File: src/dsm_sweep_pkg.sv
// Register map, field positions and reset values for the modulator
// configuration and frequency sweeper block.
// Assumes a 32-bit APB master and word-aligned register indices.
package dsm_sweep_pkg;

  localparam int ADDR_W = 10;
  localparam int DATA_W = 32;
  localparam int VAL_W = 24;

  // Register indices; byte address is four times the index
  localparam logic [7:0] IDX_FRAC = 8'h10;
  localparam logic [7:0] IDX_SEED = 8'h11;
  localparam logic [7:0] IDX_MCFG = 8'h12;
  localparam logic [7:0] IDX_SCTL = 8'h14;
  localparam logic [7:0] IDX_STEP = 8'h15;
  localparam logic [7:0] IDX_NSTEPS = 8'h16;
  localparam logic [7:0] IDX_DWELL = 8'h17;
  localparam logic [7:0] IDX_STATUS = 8'h20;
  localparam logic [7:0] IDX_CURFRAC = 8'h21;

  // Modulator configuration fields
  localparam int MC_W = 18;
  localparam int MC_REF_CLK = 0;
  localparam int MC_CLK_INV = 1;
  localparam int MC_RPH_INV = 2;
  localparam int MC_INT_MODE = 3;
  localparam int MC_SIN_SEL = 6;
  localparam int MC_AUTOSEED = 7;
  localparam int MC_ORDER_LO = 8;
  localparam int MC_QMAX_LO = 10;
  localparam int MC_QMIN_LO = 14;
  // Writable bits: reserved 5:4 stay zero
  localparam logic [MC_W-1:0] MC_WMASK = 18'h3ffcf;
  localparam logic [MC_W-1:0] MC_RESET = 18'h30e82;

  // Sweep control fields
  localparam int SC_W = 8;
  localparam int SC_CLR = 0;
  localparam int SC_EN = 1;
  localparam int SC_TRIG = 2;
  localparam int SC_REPEAT = 3;
  localparam int SC_DIR_DN = 4;
  localparam int SC_EXT_EN = 5;
  localparam int SC_SSTEP = 6;
  localparam int SC_SDIR = 7;
  localparam logic [SC_W-1:0] SC_RESET = 8'h00;

  localparam logic [VAL_W-1:0] STEP_RESET = 24'h000800;
  localparam logic [VAL_W-1:0] NSTEPS_RESET = 24'h000800;
  localparam logic [VAL_W-1:0] DWELL_RESET = 24'h000800;
  localparam logic [VAL_W-1:0] FRAC_RESET = 24'h000000;
  localparam logic [VAL_W-1:0] SEED_RESET = 24'h000000;

  typedef enum logic [1:0] {
    ST_IDLE = 2'b00,
    ST_RAMP = 2'b01,
    ST_DWELL = 2'b10
  } sweep_state_e;

endpackage : dsm_sweep_pkg

File: src/dsm_quant_clamp.sv
// Registered clamp of the modulator quantizer output.
// Assumes quantizer samples arrive on pclk as 4-bit two's complement.
`timescale 1ns/1ns
module dsm_quant_clamp (
  input wire logic pclk,
  input wire logic presetn,
  input wire logic [3:0] quant_in,
  input wire logic [3:0] quant_max,
  input wire logic [3:0] quant_min,
  input wire logic bypass,
  output logic [3:0] quant_out
);

  logic [3:0] clamp_d;
  logic [3:0] quant_out_q;

  wire above = $signed(quant_in) > $signed(quant_max);
  wire below = $signed(quant_in) < $signed(quant_min);

  // Max is checked first, so with a crossed max/min pair an input above max still gets max
  always_comb begin
    if (bypass) begin
      clamp_d = 4'h0;
    end else if (above) begin
      clamp_d = quant_max;
    end else if (below) begin
      clamp_d = quant_min;
    end else begin
      clamp_d = quant_in;
    end
  end

  always_ff @(posedge pclk or negedge presetn) begin
    if (!presetn) begin
      quant_out_q <= 4'h0;
    end else begin
      quant_out_q <= clamp_d;
    end
  end

  assign quant_out = quant_out_q;

endmodule : dsm_quant_clamp

File: src/dsm_config_and_freq_sweeper.sv
// Modulator configuration registers and linear frequency sweeper.
// Assumes an APB master on pclk and an asynchronous trigger pin.
// Function
// - Clock-source bit selects reference for modulator
// - Bits 1 and 2 invert clocks
// - Integer mode bypasses modulator output only
// - Sine-select picks sine external reference source
// - Autoseed loads seed on every fraction write
// - Order field selects modulator structure
// - Quantizer output clamped to maximum
// - Quantizer output clamped to signed minimum
// - Clear bit clears overflow/underflow flags
// - Enable bit runs ramp, else reset
// - Trigger only on bit rising 0 to 1
// - Repeat bit retriggers ramps automatically
// - Start-direction bit picks first ramp direction
// - External pin trigger when enabled
// - Single-step advances one step, then holds
// - Single-direction ramps hop back to start
// - Ramp adds step for step count
// - Repeat mode dwells at ramp ends
//
// Local design decision: register access over APB.
`timescale 1ns/1ns
module dsm_config_and_freq_sweeper (
  input wire logic pclk,
  input wire logic presetn,
  input wire logic psel,
  input wire logic penable,
  input wire logic pwrite,
  input wire logic [dsm_sweep_pkg::ADDR_W-1:0] paddr,
  input wire logic [dsm_sweep_pkg::DATA_W-1:0] pwdata,
  output logic [dsm_sweep_pkg::DATA_W-1:0] prdata,
  output logic pready,
  output logic pslverr,
  input wire logic general_output_pin_three,
  input wire logic [3:0] quant_in,
  output logic [3:0] quant_out,
  output logic mod_clk_from_ref,
  output logic modulator_clock_invert,
  output logic ref_phase_invert,
  output logic integer_mode,
  output logic xref_sine_select,
  output logic [1:0] modulator_order,
  output logic seed_load,
  output logic [dsm_sweep_pkg::VAL_W-1:0] seed_value,
  output logic [dsm_sweep_pkg::VAL_W-1:0] frac_value,
  output logic sweep_overflow,
  output logic sweep_underflow,
  output logic sweep_busy
);
  import dsm_sweep_pkg::*;

  logic [MC_W-1:0] mcfg_q;
  logic [SC_W-1:0] sctl_q;
  logic [VAL_W-1:0] step_q;
  logic [VAL_W-1:0] nsteps_q;
  logic [VAL_W-1:0] dwell_q;
  logic [VAL_W-1:0] frac_q;
  logic [VAL_W-1:0] seed_q;
  logic [DATA_W-1:0] prdata_q;
  logic pready_q;
  logic pslverr_q;
  logic seed_load_q;
  logic ext_s1_q;
  logic ext_s2_q;
  logic ext_s3_q;
  sweep_state_e state_q;
  sweep_state_e state_d;
  logic [VAL_W-1:0] cur_q;
  logic [VAL_W-1:0] cur_d;
  logic [VAL_W-1:0] cnt_q;
  logic [VAL_W-1:0] cnt_d;
  logic dir_dn_q;
  logic dir_dn_d;
  logic ovf_q;
  logic undf_q;
  logic busy_q;

  // Bus decode
  wire [7:0] idx = paddr[ADDR_W-1:2];
  wire aligned = paddr[1:0] == 2'b00;
  wire hit_frac = idx == IDX_FRAC;
  wire hit_seed = idx == IDX_SEED;
  wire hit_mcfg = idx == IDX_MCFG;
  wire hit_sctl = idx == IDX_SCTL;
  wire hit_step = idx == IDX_STEP;
  wire hit_nsteps = idx == IDX_NSTEPS;
  wire hit_dwell = idx == IDX_DWELL;
  wire hit_status = idx == IDX_STATUS;
  wire hit_cur = idx == IDX_CURFRAC;
  wire hit_any = aligned & (hit_frac | hit_seed | hit_mcfg | hit_sctl | hit_step
    | hit_nsteps | hit_dwell | hit_status | hit_cur);
  wire setup = psel & ~penable;
  wire wr_go = psel & penable & pready_q & pwrite & hit_any;
  wire wr_frac = wr_go & hit_frac;
  wire wr_sctl = wr_go & hit_sctl;
  wire wr_seed = wr_go & hit_seed;
  wire wr_mcfg = wr_go & hit_mcfg;
  wire wr_step = wr_go & hit_step;
  wire wr_nsteps = wr_go & hit_nsteps;
  wire wr_dwell = wr_go & hit_dwell;

  wire [DATA_W-1:0] rd_mux =
    !aligned ? 32'h0 :
    hit_frac ? {8'h0, frac_q} :
    hit_seed ? {8'h0, seed_q} :
    hit_mcfg ? {14'h0, mcfg_q} :
    hit_sctl ? {24'h0, sctl_q} :
    hit_step ? {8'h0, step_q} :
    hit_nsteps ? {8'h0, nsteps_q} :
    hit_dwell ? {8'h0, dwell_q} :
    hit_status ? {28'h0, state_q != ST_IDLE, dir_dn_q, undf_q, ovf_q} :
    hit_cur ? {8'h0, cur_q} : 32'h0;

  // No wait states, yet read data and pready both leave flops
  always_ff @(posedge pclk or negedge presetn) begin
    if (!presetn) begin
      pready_q <= 1'b0;
      pslverr_q <= 1'b0;
      prdata_q <= 32'h0;
    end else begin
      pready_q <= setup;
      pslverr_q <= setup & ~hit_any;
      if (setup) begin
        prdata_q <= rd_mux;
      end
    end
  end

  always_ff @(posedge pclk or negedge presetn) begin
    if (!presetn) begin
      mcfg_q <= MC_RESET;
    end else if (wr_mcfg) begin
      mcfg_q <= pwdata[MC_W-1:0] & MC_WMASK;
    end
  end

  always_ff @(posedge pclk or negedge presetn) begin
    if (!presetn) begin
      step_q <= STEP_RESET;
    end else if (wr_step) begin
      step_q <= pwdata[VAL_W-1:0];
    end
  end

  always_ff @(posedge pclk or negedge presetn) begin
    if (!presetn) begin
      nsteps_q <= NSTEPS_RESET;
    end else if (wr_nsteps) begin
      nsteps_q <= pwdata[VAL_W-1:0];
    end
  end

  always_ff @(posedge pclk or negedge presetn) begin
    if (!presetn) begin
      dwell_q <= DWELL_RESET;
    end else if (wr_dwell) begin
      dwell_q <= pwdata[VAL_W-1:0];
    end
  end

  always_ff @(posedge pclk or negedge presetn) begin
    if (!presetn) begin
      seed_q <= SEED_RESET;
    end else if (wr_seed) begin
      seed_q <= pwdata[VAL_W-1:0];
    end
  end

  always_ff @(posedge pclk or negedge presetn) begin
    if (!presetn) begin
      frac_q <= FRAC_RESET;
    end else if (wr_frac) begin
      frac_q <= pwdata[VAL_W-1:0];
    end
  end

  always_ff @(posedge pclk or negedge presetn) begin
    if (!presetn) begin
      sctl_q <= SC_RESET;
    end else if (wr_sctl) begin
      sctl_q <= pwdata[SC_W-1:0];
    end
  end

  // Seed reloads on every fraction write while autoseed is on
  always_ff @(posedge pclk or negedge presetn) begin
    if (!presetn) begin
      seed_load_q <= 1'b0;
    end else begin
      seed_load_q <= wr_frac & mcfg_q[MC_AUTOSEED];
    end
  end

  // Trigger pin is asynchronous; only the second and third stages are read
  always_ff @(posedge pclk or negedge presetn) begin
    if (!presetn) begin
      ext_s1_q <= 1'b0;
      ext_s2_q <= 1'b0;
      ext_s3_q <= 1'b0;
    end else begin
      ext_s1_q <= general_output_pin_three;
      ext_s2_q <= ext_s1_q;
      ext_s3_q <= ext_s2_q;
    end
  end

  wire ramp_en = sctl_q[SC_EN];
  wire repeat_en = sctl_q[SC_REPEAT];
  wire single_dir = sctl_q[SC_SDIR];
  // A direction written together with the trigger applies to that very ramp
  wire first_dn = wr_sctl ? pwdata[SC_DIR_DN] : sctl_q[SC_DIR_DN];
  // A held trigger bit blocks further writes from starting ramps
  wire sw_trig = wr_sctl & pwdata[SC_TRIG] & ~sctl_q[SC_TRIG];
  wire ext_trig = sctl_q[SC_EXT_EN] & ext_s2_q & ~ext_s3_q;
  wire trig = sw_trig | ext_trig;
  wire sstep = wr_sctl & pwdata[SC_SSTEP] & ~sctl_q[SC_SSTEP];

  wire [VAL_W:0] up_sum = {1'b0, cur_q} + {1'b0, step_q};
  wire [VAL_W:0] dn_diff = {1'b0, cur_q} - {1'b0, step_q};
  wire [VAL_W-1:0] next_val = dir_dn_q ? dn_diff[VAL_W-1:0] : up_sum[VAL_W-1:0];
  wire last_step = cnt_q <= 24'h000001;
  wire step_now = (state_q == ST_RAMP) | ((state_q == ST_IDLE) & sstep);
  wire wrap_up = step_now & ~dir_dn_q & up_sum[VAL_W];
  wire wrap_dn = step_now & dir_dn_q & dn_diff[VAL_W];

  always_comb begin
    state_d = state_q;
    cur_d = cur_q;
    cnt_d = cnt_q;
    dir_dn_d = dir_dn_q;
    case (state_q)
      ST_IDLE: begin
        if (wr_frac) begin
          cur_d = pwdata[VAL_W-1:0];
        end
        if (trig) begin
          state_d = ST_RAMP;
          cur_d = frac_q;
          dir_dn_d = first_dn;
          cnt_d = nsteps_q;
        end else if (sstep) begin
          cur_d = next_val;
        end
      end
      ST_RAMP: begin
        cur_d = next_val;
        cnt_d = cnt_q - 24'h000001;
        if (last_step) begin
          if (single_dir) begin
            cur_d = frac_q;
          end
          if (repeat_en) begin
            state_d = ST_DWELL;
            cnt_d = dwell_q;
          end else begin
            state_d = ST_IDLE;
          end
        end
      end
      ST_DWELL: begin
        cnt_d = cnt_q - 24'h000001;
        if (!repeat_en) begin
          state_d = ST_IDLE;
        end else if (last_step) begin
          state_d = ST_RAMP;
          cnt_d = nsteps_q;
          if (!single_dir) begin
            dir_dn_d = ~dir_dn_q;
          end
        end
      end
      default: begin
        state_d = ST_IDLE;
      end
    endcase
  end

  // Clearing the enable bit holds the sweeper idle with its output at the fraction value
  always_ff @(posedge pclk or negedge presetn) begin
    if (!presetn) begin
      state_q <= ST_IDLE;
      cur_q <= FRAC_RESET;
      cnt_q <= 24'h0;
      dir_dn_q <= 1'b0;
    end else if (!ramp_en) begin
      state_q <= ST_IDLE;
      cur_q <= wr_frac ? pwdata[VAL_W-1:0] : frac_q;
      cnt_q <= 24'h0;
      dir_dn_q <= first_dn;
    end else begin
      state_q <= state_d;
      cur_q <= cur_d;
      cnt_q <= cnt_d;
      dir_dn_q <= dir_dn_d;
    end
  end

  // A wrap in the same cycle as the clear still sets the flag
  always_ff @(posedge pclk or negedge presetn) begin
    if (!presetn) begin
      ovf_q <= 1'b0;
      undf_q <= 1'b0;
    end else begin
      ovf_q <= (ramp_en & wrap_up) | (ovf_q & ~sctl_q[SC_CLR]);
      undf_q <= (ramp_en & wrap_dn) | (undf_q & ~sctl_q[SC_CLR]);
    end
  end

  // Busy has a flop of its own so the pin never shows a decode glitch
  always_ff @(posedge pclk or negedge presetn) begin
    if (!presetn) begin
      busy_q <= 1'b0;
    end else begin
      busy_q <= ramp_en & (state_d != ST_IDLE);
    end
  end

  dsm_quant_clamp u_clamp (
    .pclk(pclk),
    .presetn(presetn),
    .quant_in(quant_in),
    .quant_max(mcfg_q[MC_QMAX_LO+3:MC_QMAX_LO]),
    .quant_min(mcfg_q[MC_QMIN_LO+3:MC_QMIN_LO]),
    .bypass(mcfg_q[MC_INT_MODE]),
    .quant_out(quant_out)
  );

  assign prdata = prdata_q;
  assign pready = pready_q;
  assign pslverr = pslverr_q;
  assign mod_clk_from_ref = mcfg_q[MC_REF_CLK];
  assign modulator_clock_invert = mcfg_q[MC_CLK_INV];
  assign ref_phase_invert = mcfg_q[MC_RPH_INV];
  assign integer_mode = mcfg_q[MC_INT_MODE];
  assign xref_sine_select = mcfg_q[MC_SIN_SEL];
  assign modulator_order = mcfg_q[MC_ORDER_LO+1:MC_ORDER_LO];
  assign seed_load = seed_load_q;
  assign seed_value = seed_q;
  assign frac_value = cur_q;
  assign sweep_overflow = ovf_q;
  assign sweep_underflow = undf_q;
  assign sweep_busy = busy_q;

endmodule : dsm_config_and_freq_sweeper

File: config.mk
export PLATFORM = sky130hd
export DESIGN_NAME = dsm_config_and_freq_sweeper
export DESIGN_NICKNAME = d
export VERILOG_FILES = /design/src/dsm_sweep_pkg.sv /design/src/dsm_quant_clamp.sv /design/src/dsm_config_and_freq_sweeper.sv
export SDC_FILE = /design/constraint.sdc
export NUM_CORES = 1
export LEC_CHECK = 0
export BUFFER_PORTS_ARGS = -buffer_cell sky130_fd_sc_hd__buf_2
export CORE_MARGIN = 3
export CORE_UTILIZATION = 42
export CTS_CLUSTER_DIAMETER = 100
export DETAILED_ROUTE_END_ITERATION = 8
export HOLD_SLACK_MARGIN = 0.1
export PLACE_DENSITY = 0.67
export SYNTH_ARGS = -nofsm -noshare
export SYNTH_HDL_FRONTEND = slang
export SYNTH_SLANG_ARGS = --single-unit
File: constraint.sdc
create_clock -name pclk -period 2.8 [get_ports pclk]
set_input_delay 0.56 -clock pclk [delete_from_list [all_inputs] [get_ports pclk]]
set_output_delay 0.56 -clock pclk [all_outputs]
set_load 0.005 [all_outputs]
After elaboration in Yosys (flattened, before gate mapping) --
Cells that the tools add are included.
Cells by class: add/sub/neg operators 3, $lt $le $gt $ge 3, equality and inequality tests 19, multiplexer cells 43, bitwise gates (word level) 50, reduce and logical (&&, ||, !) cells 7
Operators with widths (count):
- two-way mux 24 bit | 24
- case mux 24 bit (3 select lines) | 1
- == test 8 x 5 -> 1 bit (second input constant) | 7
- case mux 24 bit (2 select lines) | 1
- AND 1 bit | 31
- adder 24 x 24 -> 25 bit | 1
- subtractor 24 x 24 -> 25 bit | 1
- <= comparator 24 x 1 -> 1 bit (second input constant) | 1
- subtractor 24 x 1 -> 24 bit (second input constant) | 1
- == test 8 x 6 -> 1 bit (second input constant) | 2
- two-way mux 2 bit | 6
- two-way mux 4 bit | 3
- != test 3 bit (second input constant) | 4
- OR 1 bit | 12
- NOT 1 bit | 7
- two-way mux 1 bit | 6
- != test 3 x 1 -> 1 bit (second input constant) | 2
- case mux 2 bit (3 select lines) | 1
- != test 5 bit (second input constant) | 1
- AND reduction 5 bit | 1
- > comparator 4 bit | 1
- zero test 2 bit | 2
- less-than comparator 4 bit | 1
- != test 4 x 1 -> 1 bit (second input constant) | 1
- other kinds (5) | 7
Storage, ports and cells: register bits after elaboration 240, bits of input ports 52, output and inout bits 97, logic and storage cells 147

Logic depth before layout (Yosys ltp) --
depth after elaboration 20, depth in mapped cells 13, depth with buffers taken out 12

Modules after synthesis --
Synthesis repeated with hierarchy kept, for this count alone.
Second synthesis, totals: cell total of the unflattened synthesis 1720, area, all modules 15524.9 um2
Modules (own cells, without submodules):
- dsm_config_and_freq_sweeper | instances 1, cells each 1669, area each 15078.2 um2, seq. area each 5718.0 um2
- dsm_quant_clamp | instances 1, cells each 51, area each 446.7 um2, seq. area each 100.1 um2

Least setup slack after synthesis --
No wires, ideal clock.
path kind input to register, start in paddr[9] (netlist bit), end reg cur_q[17], in the netlist frac_value[17], setup time 135 ps, arrival time 2869 ps, data required time 2665 ps, setup slack -204 ps, stages on the path 11, path buffers 4, cells stage by stage or3_1 buf_2 nor3_1 and4b_1 clkbuf_1 and2_0 clkbuf_1 buf_2 mux2_2 a221oi_1 o31ai_1
On the way: longest elaborated chain between the ends 18, elaborated cells between the ends (all ways) 33, classes of those cells eq/ne (10); mux (5); bitwise (17); reduce/logical (1)
RTL lines:
- start, declared | line dsm_config_and_freq_sweeper.sv:31 | input wire logic [dsm_sweep_pkg::ADDR_W-1:0] paddr,
- == test 8 x 5 -> 1 bit (on tied branches) | line dsm_config_and_freq_sweeper.sv:83, dsm_config_and_freq_sweeper.sv:84
- OR 1 bit (4 in a row) | line dsm_config_and_freq_sweeper.sv:92 | wire hit_any = aligned & (hit_frac | hit_seed | hit_mcfg | hit_sctl | hit_step
- OR 1 bit (4 in a row) | line dsm_config_and_freq_sweeper.sv:93 | | hit_nsteps | hit_dwell | hit_status | hit_cur);
- AND 1 bit | line dsm_config_and_freq_sweeper.sv:92
- AND 1 bit | line dsm_config_and_freq_sweeper.sv:95 | wire wr_go = psel & penable & pready_q & pwrite & hit_any;
- AND 1 bit | line dsm_config_and_freq_sweeper.sv:97 | wire wr_sctl = wr_go & hit_sctl;
- AND 1 bit (on tied branches) (2 in a row) | line dsm_config_and_freq_sweeper.sv:218, dsm_config_and_freq_sweeper.sv:215
- two-way mux 24 bit / OR 1 bit (equally long branches) | line dsm_config_and_freq_sweeper.sv:243, dsm_config_and_freq_sweeper.sv:217
- two-way mux 24 bit | line dsm_config_and_freq_sweeper.sv:238 | if (trig) begin
- case mux 24 bit (2 select lines) | line dsm_config_and_freq_sweeper.sv:233 | case (state_q)
- two-way mux 24 bit | line dsm_config_and_freq_sweeper.sv:287 | end else if (!ramp_en) begin
- end signal, assigned | line dsm_config_and_freq_sweeper.sv:289 | cur_q <= wr_frac ? pwdata[VAL_W-1:0] : frac_q;
- end signal, assigned | line dsm_config_and_freq_sweeper.sv:294 | cur_q <= cur_d;
- end, declared | line dsm_config_and_freq_sweeper.sv:70 | logic [VAL_W-1:0] cur_q;
Several ways; a longest one is shown, not always the timed one. A chain may end at the register's enable or synchronous reset.

Final worst setup path --
start reg cur_q[0], in the netlist frac_value[0], end reg cur_q[22], in the netlist frac_value[22]
On the way: longest elaborated chain between the ends 6, elaborated cells between the ends (all ways) 9, classes of those cells add/sub (2); mux (7)
RTL lines:
- adder 24 x 24 -> 25 bit / subtractor 24 x 24 -> 25 bit (equally long branches) | line dsm_config_and_freq_sweeper.sv:220, dsm_config_and_freq_sweeper.sv:221
- two-way mux 24 bit * | line dsm_config_and_freq_sweeper.sv:222 | wire [VAL_W-1:0] next_val = dir_dn_q ? dn_diff[VAL_W-1:0] : up_sum[VAL_W-1:0];
- two-way mux 24 bit (on tied branches) | line dsm_config_and_freq_sweeper.sv:251, dsm_config_and_freq_sweeper.sv:243
- two-way mux 24 bit (on tied branches) | line dsm_config_and_freq_sweeper.sv:250, dsm_config_and_freq_sweeper.sv:238
- case mux 24 bit (2 select lines) * | line dsm_config_and_freq_sweeper.sv:233
- two-way mux 24 bit * | line dsm_config_and_freq_sweeper.sv:287
Mark *: on every way between the ends. The rest lies on a longest branch, timed or not.

==> impl_metrics.py <==
metrics = {
    "worst_setup_path": {
        "critPathLaunchType": "flip-flop",
        "worstPathRequired_ns": 3.27,
        "cp_max_fo": 3,
        "arrival_ns": 3.52,
        "end_kind": "flip-flop",
        "worstSetupPathType": "flip-flop to flip-flop",
    },
    "drt": {
        "ant_nets": 0,
        "firstDrtPassIters": 8,
        "drt_iter0_markers": 1630,
        "finalWirelength_um": 57500,
        "drc": 0,
        "vias": 15031,
        "top_layer": "met4",
        "met2_length_um": 26400,
        "dr_wl_met3_um": 4290,
        "route.detailed.wl_per_inst_um": 23.4,
        "vias_per_cell": 6.11,
        "wl_met1_um": 23800,
    },
    "synthesis": {
        "ys_warn_count": 0,
        "synthSimpleGateAreaFrac": 0.146,
        "async_flop_share": 1.00,
        "yosysUniqueCellTypes": 78,
        "syn_avg_cell_area_sq_um": 9.10,
        "ys.flop_type": "dfrtp_1",
        "synth_xor_area_frac": 0.0181,
        "ys_ff_latch": 232,
        "synth_mux_area_frac": 0.123,
        "synth_adder_area_share": 0.0534,
        "syn_area_sq_um": 15000,
        "yosysSeqAreaShare": 0.387,
        "synth_compound_area_frac": 0.220,
        "synth_top_family_by_area": "compound AO/OA/AOI/OAI gates",
        "synth_edf_count": 0,
        "netlist_instances": 1653,
    },
    "pwr": {
        "ir_worst_vdd_mv": 0.422,
        "leakagePower_nw": 9.52,
        "p_per_area_nw_per_um2": 375,
    },
    "timing": {
        "rsz0062_at_grt": "true",
        "worst_pin_slew_ns": 1.29,
        "hold_viol": 0,
        "maxSlewViolCount": 0,
        "fin_crit_sh": 1.09,
        "finalWorstSetupSlack_ns": -0.254,
        "period_minus_slack_ns": 3.05,
        "max_freq_ghz": 0.327,
        "max_slew_margin": 0.134,
        "setup_viol": 12,
        "fin_skew_ns": 0.0135,
    },
    "floorplan": {
        "die_width_um": 195,
        "start_util": 0.431,
        "core_area_sq_um": 34900,
        "rows": 68,
        "ios": 149,
        "die_y_um": 195,
        "dieArea_sq_um": 38100,
    },
    "finish": {
        "antenna-diode-count": 0,
        "drive_gt1_frac": 0.366,
        "utilization": 0.569,
        "area_delta_synth_final_pct": 32.0,
        "instances_no_fill": 2460,
        "nets": 2101,
    },
    "place": {
        "port_buffers": 132,
        "hpwl_um": 42400,
        "place_congestion": 0.963,
        "dpl.cell_count": 2380,
    },
    "global_routing": {
        "grt_pass1_wl_um": 86400,
        "overflow": 0,
        "grt_max_degree": 56,
        "gr-usage-all-layers": 0.288,
        "grt_pass1_vias": 14557,
        "antenna_found_initial": 0,
    },
    "clocking": {
        "cts_tree": "yes",
        "cts_buffers": 27,
        "clockRootBuffer": "clkbuf_16",
        "path_clk_slew_ns": 0.07,
        "clkLatencyLatePin_ns": 0.54,
        "cts_sinks": 232,
        "cts_buffer_depth": 3,
        "htreeDepth": 1,
    },
    "hold_path": {
        "hold_class": "input pin to flip-flop",
    },
    "outcome": {
        "violations": "setup timing",
        "status": "finished with violations",
    },
    "run": {
        "drv_cap": 0,
    },
}
-- cells in the final DEF, fill, tap and decap left out, drive strengths merged, types with 8 or more instances in the layout --
| cell | Yosys | routed |
|---|---|---|
| a211o | 8 | 8 |
| a211oi | 19 | 19 |
| a21o | 13 | 13 |
| a21oi | 94 | 94 |
| a221oi | 23 | 23 |
| a222oi | 12 | 12 |
| a22o | 28 | 28 |
| a22oi | 20 | 20 |
| a31oi | 20 | 20 |
| and2 | 12 | 12 |
| and3 | 15 | 15 |
| buf | 27 | 413 |
| clkbuf | 90 | 39 |
| conb | 1 | 8 |
| dfrtp | 222 | 222 |
| dfstp | 10 | 10 |
| ha | 61 | 61 |
| inv | 74 | 75 |
| mux2 | 140 | 140 |
| mux2i | 20 | 20 |
| nand2 | 190 | 190 |
| nand2b | 16 | 16 |
| nand3 | 30 | 30 |
| nor2 | 96 | 96 |
| nor2b | 10 | 10 |
| nor3 | 36 | 36 |
| nor4 | 9 | 9 |
| o211ai | 12 | 12 |
| o21a | 10 | 10 |
| o21ai | 154 | 154 |
| o31ai | 27 | 27 |
| or3 | 24 | 24 |
| xnor2 | 22 | 22 |
| xor2 | 9 | 9 |
-- flip-flops by register name (all words and copies together), names as in the netlist --
name,flops
nsteps_q,24
mcfg_q,16
u_clamp.quant_out,4
state_q,2
pslverr,1
dwell_q,24
prdata,24
sweep_underflow,1
sweep_busy,1
frac_value,24
sctl_q,8
ext_s2_q,1
pready,1
cnt_q,24
ext_s3_q,1
seed_value,24
sweep_overflow,1
ext_s1_q,1
frac_q,24
step_q,24
dir_dn_q,1
seed_load,1
-- worst paths after layout --
check / startpoint / endpoint / slack (ns) / depth (start not counted)
setup / recovery: frac_value[0]$_DFFE_PN0P_ / frac_value[22]$_DFFE_PN0P_ / -0.25 / 13
hold / removal: general_output_pin_three / ext_s1_q$_DFF_PN0_ / 0.12 / 1
setup reg to reg: frac_value[0]$_DFFE_PN0P_ / frac_value[22]$_DFFE_PN0P_ / -0.25 / 13
hold reg to reg: ext_s1_q$_DFF_PN0_ / ext_s2_q$_DFF_PN0_ / 0.35 / 0
max in group asynchronous: presetn / dwell_q[1]$_DFFE_PN0P_ / 1.44 / 3
min in group asynchronous: presetn / u_clamp.quant_out[1]$_DFF_PN0_ / 0.54 / 2
-- power breakdown --
group	total (W)	leakage, nW	internal [W]	switching [W]
logic	0.000350	5.93	0.000102	0.000248
registers	0.00337	3.14	0.00336	0.00000431
clock network	0.00372	0.454	0.00227	0.00145
total	0.00744	9.52	0.00574	0.00170
-- synth_stat cells, types with 6 or more instances --
cell type | n | share of area
a211o_1 | 8 | 0.0047
or3_1 | 24 | 0.010
nand4_1 | 6 | 0.0025
or4_1 | 6 | 0.0030
dfstp_2 | 10 | 0.017
and2_1 | 10 | 0.0042
ha_1 | 61 | 0.051
clkbuf_1 | 90 | 0.022
a221oi_1 | 23 | 0.013
and3_1 | 15 | 0.0062
mux2i_1 | 20 | 0.013
dfrtp_1 | 222 | 0.37
o22ai_1 | 6 | 0.0025
buf_2 | 12 | 0.0040
o21ai_0 | 149 | 0.050
xnor2_1 | 22 | 0.013
a211oi_1 | 19 | 0.0095
inv_1 | 74 | 0.018
a31oi_1 | 20 | 0.0083
o21a_1 | 10 | 0.0050
o211ai_1 | 12 | 0.0060
nor2_1 | 95 | 0.024
nand3_1 | 30 | 0.010
a21o_1 | 13 | 0.0065
a21oi_1 | 94 | 0.031
nand2_1 | 190 | 0.047
mux2_2 | 140 | 0.10
a22o_1 | 28 | 0.016
a222oi_1 | 12 | 0.0080
nand2b_1 | 16 | 0.0067
xor2_1 | 9 | 0.0052
nor2b_1 | 10 | 0.0042
o31ai_1 | 27 | 0.013
nor3_1 | 36 | 0.012
nor4_1 | 7 | 0.0029
o311ai_0 | 6 | 0.0035
a22oi_1 | 20 | 0.010
buf_4 | 10 | 0.0050
-- logic make-up after synthesis --
| logic type | count (synthesis) |
|---|---|
| fa+ha+maj | 63 |
| mux | 163 |
| flops | 232 |
| xor+xnor | 31 |
| buf+inv | 194 |
| other cells | 1 |
| compound gates | 500 |
| simple gates | 469 |
-- critical path, stage by stage (launching register included) --
cell and delay (ns):
dfrtp_1 0.38, inv_1 0.07, ha_2 0.18, fa_2 0.23
nor2b_4 0.06, o2111ai_4 0.25, a2111o_1 0.29, a31oi_4 0.12
o21ai_2 0.22, a211oi_2 0.11, buf_4 0.16, or4_4 0.47
a211o_1 0.27, a31oi_1 0.16
-- area by class of cell --
cell class | instances | area, sq um
clock buffer | 39 | 771
clock inverter | 9 | 153
fill | 3063 | 15000
inverter | 77 | 289
multi-input combinational | 1234 | 9270
sequential | 232 | 5820
tap | 455 | 569
timing repair buffer | 414 | 2970
-- through the flow --
stage | power [W] | cell area (sq um) | hold WS (ns) | TNS [ns] | setup WS, ns
4_1_cts | 0.00746 | 19300 | 0.115 | -1.23 | -0.205
2_1_floorplan | 0.00355 | 15200 | 0.264 | -0.0538 | -0.0538
5_1_grt | 0.00762 | 19800 | 0.119 | -3.10 | -0.445
3_5_place_dp | 0.00377 | 17900 | 0.335 | -12.45 | -0.370
6_report | 0.00744 | 19800 | 0.123 | -1.36 | -0.254
3_3_place_gp | 0.00377 | 17900 | 0.332 | -10.06 | -0.274
-- what timing repair did --
| item | CTS | global route |
|---|---|---|
| pin swaps | 50 | 58 |
| resized for setup | 71 | 88 |
| setup endpoints to repair | 30 | 41 |
| cloned | 0 | 0 |
| setup buffers | 12 | 22 |
| endpoints found under the hold margin | 49 | 0 |
| hold buffers | 1 | 0 |
-- metal layers --
metal,track usage,vias up
li1,-,6688
met1,0.392,7386
met2,0.462,796
met3,0.0355,161
met4,0.126,0
met5,0,-
Note: power is estimated with default switching activity, not from simulation.
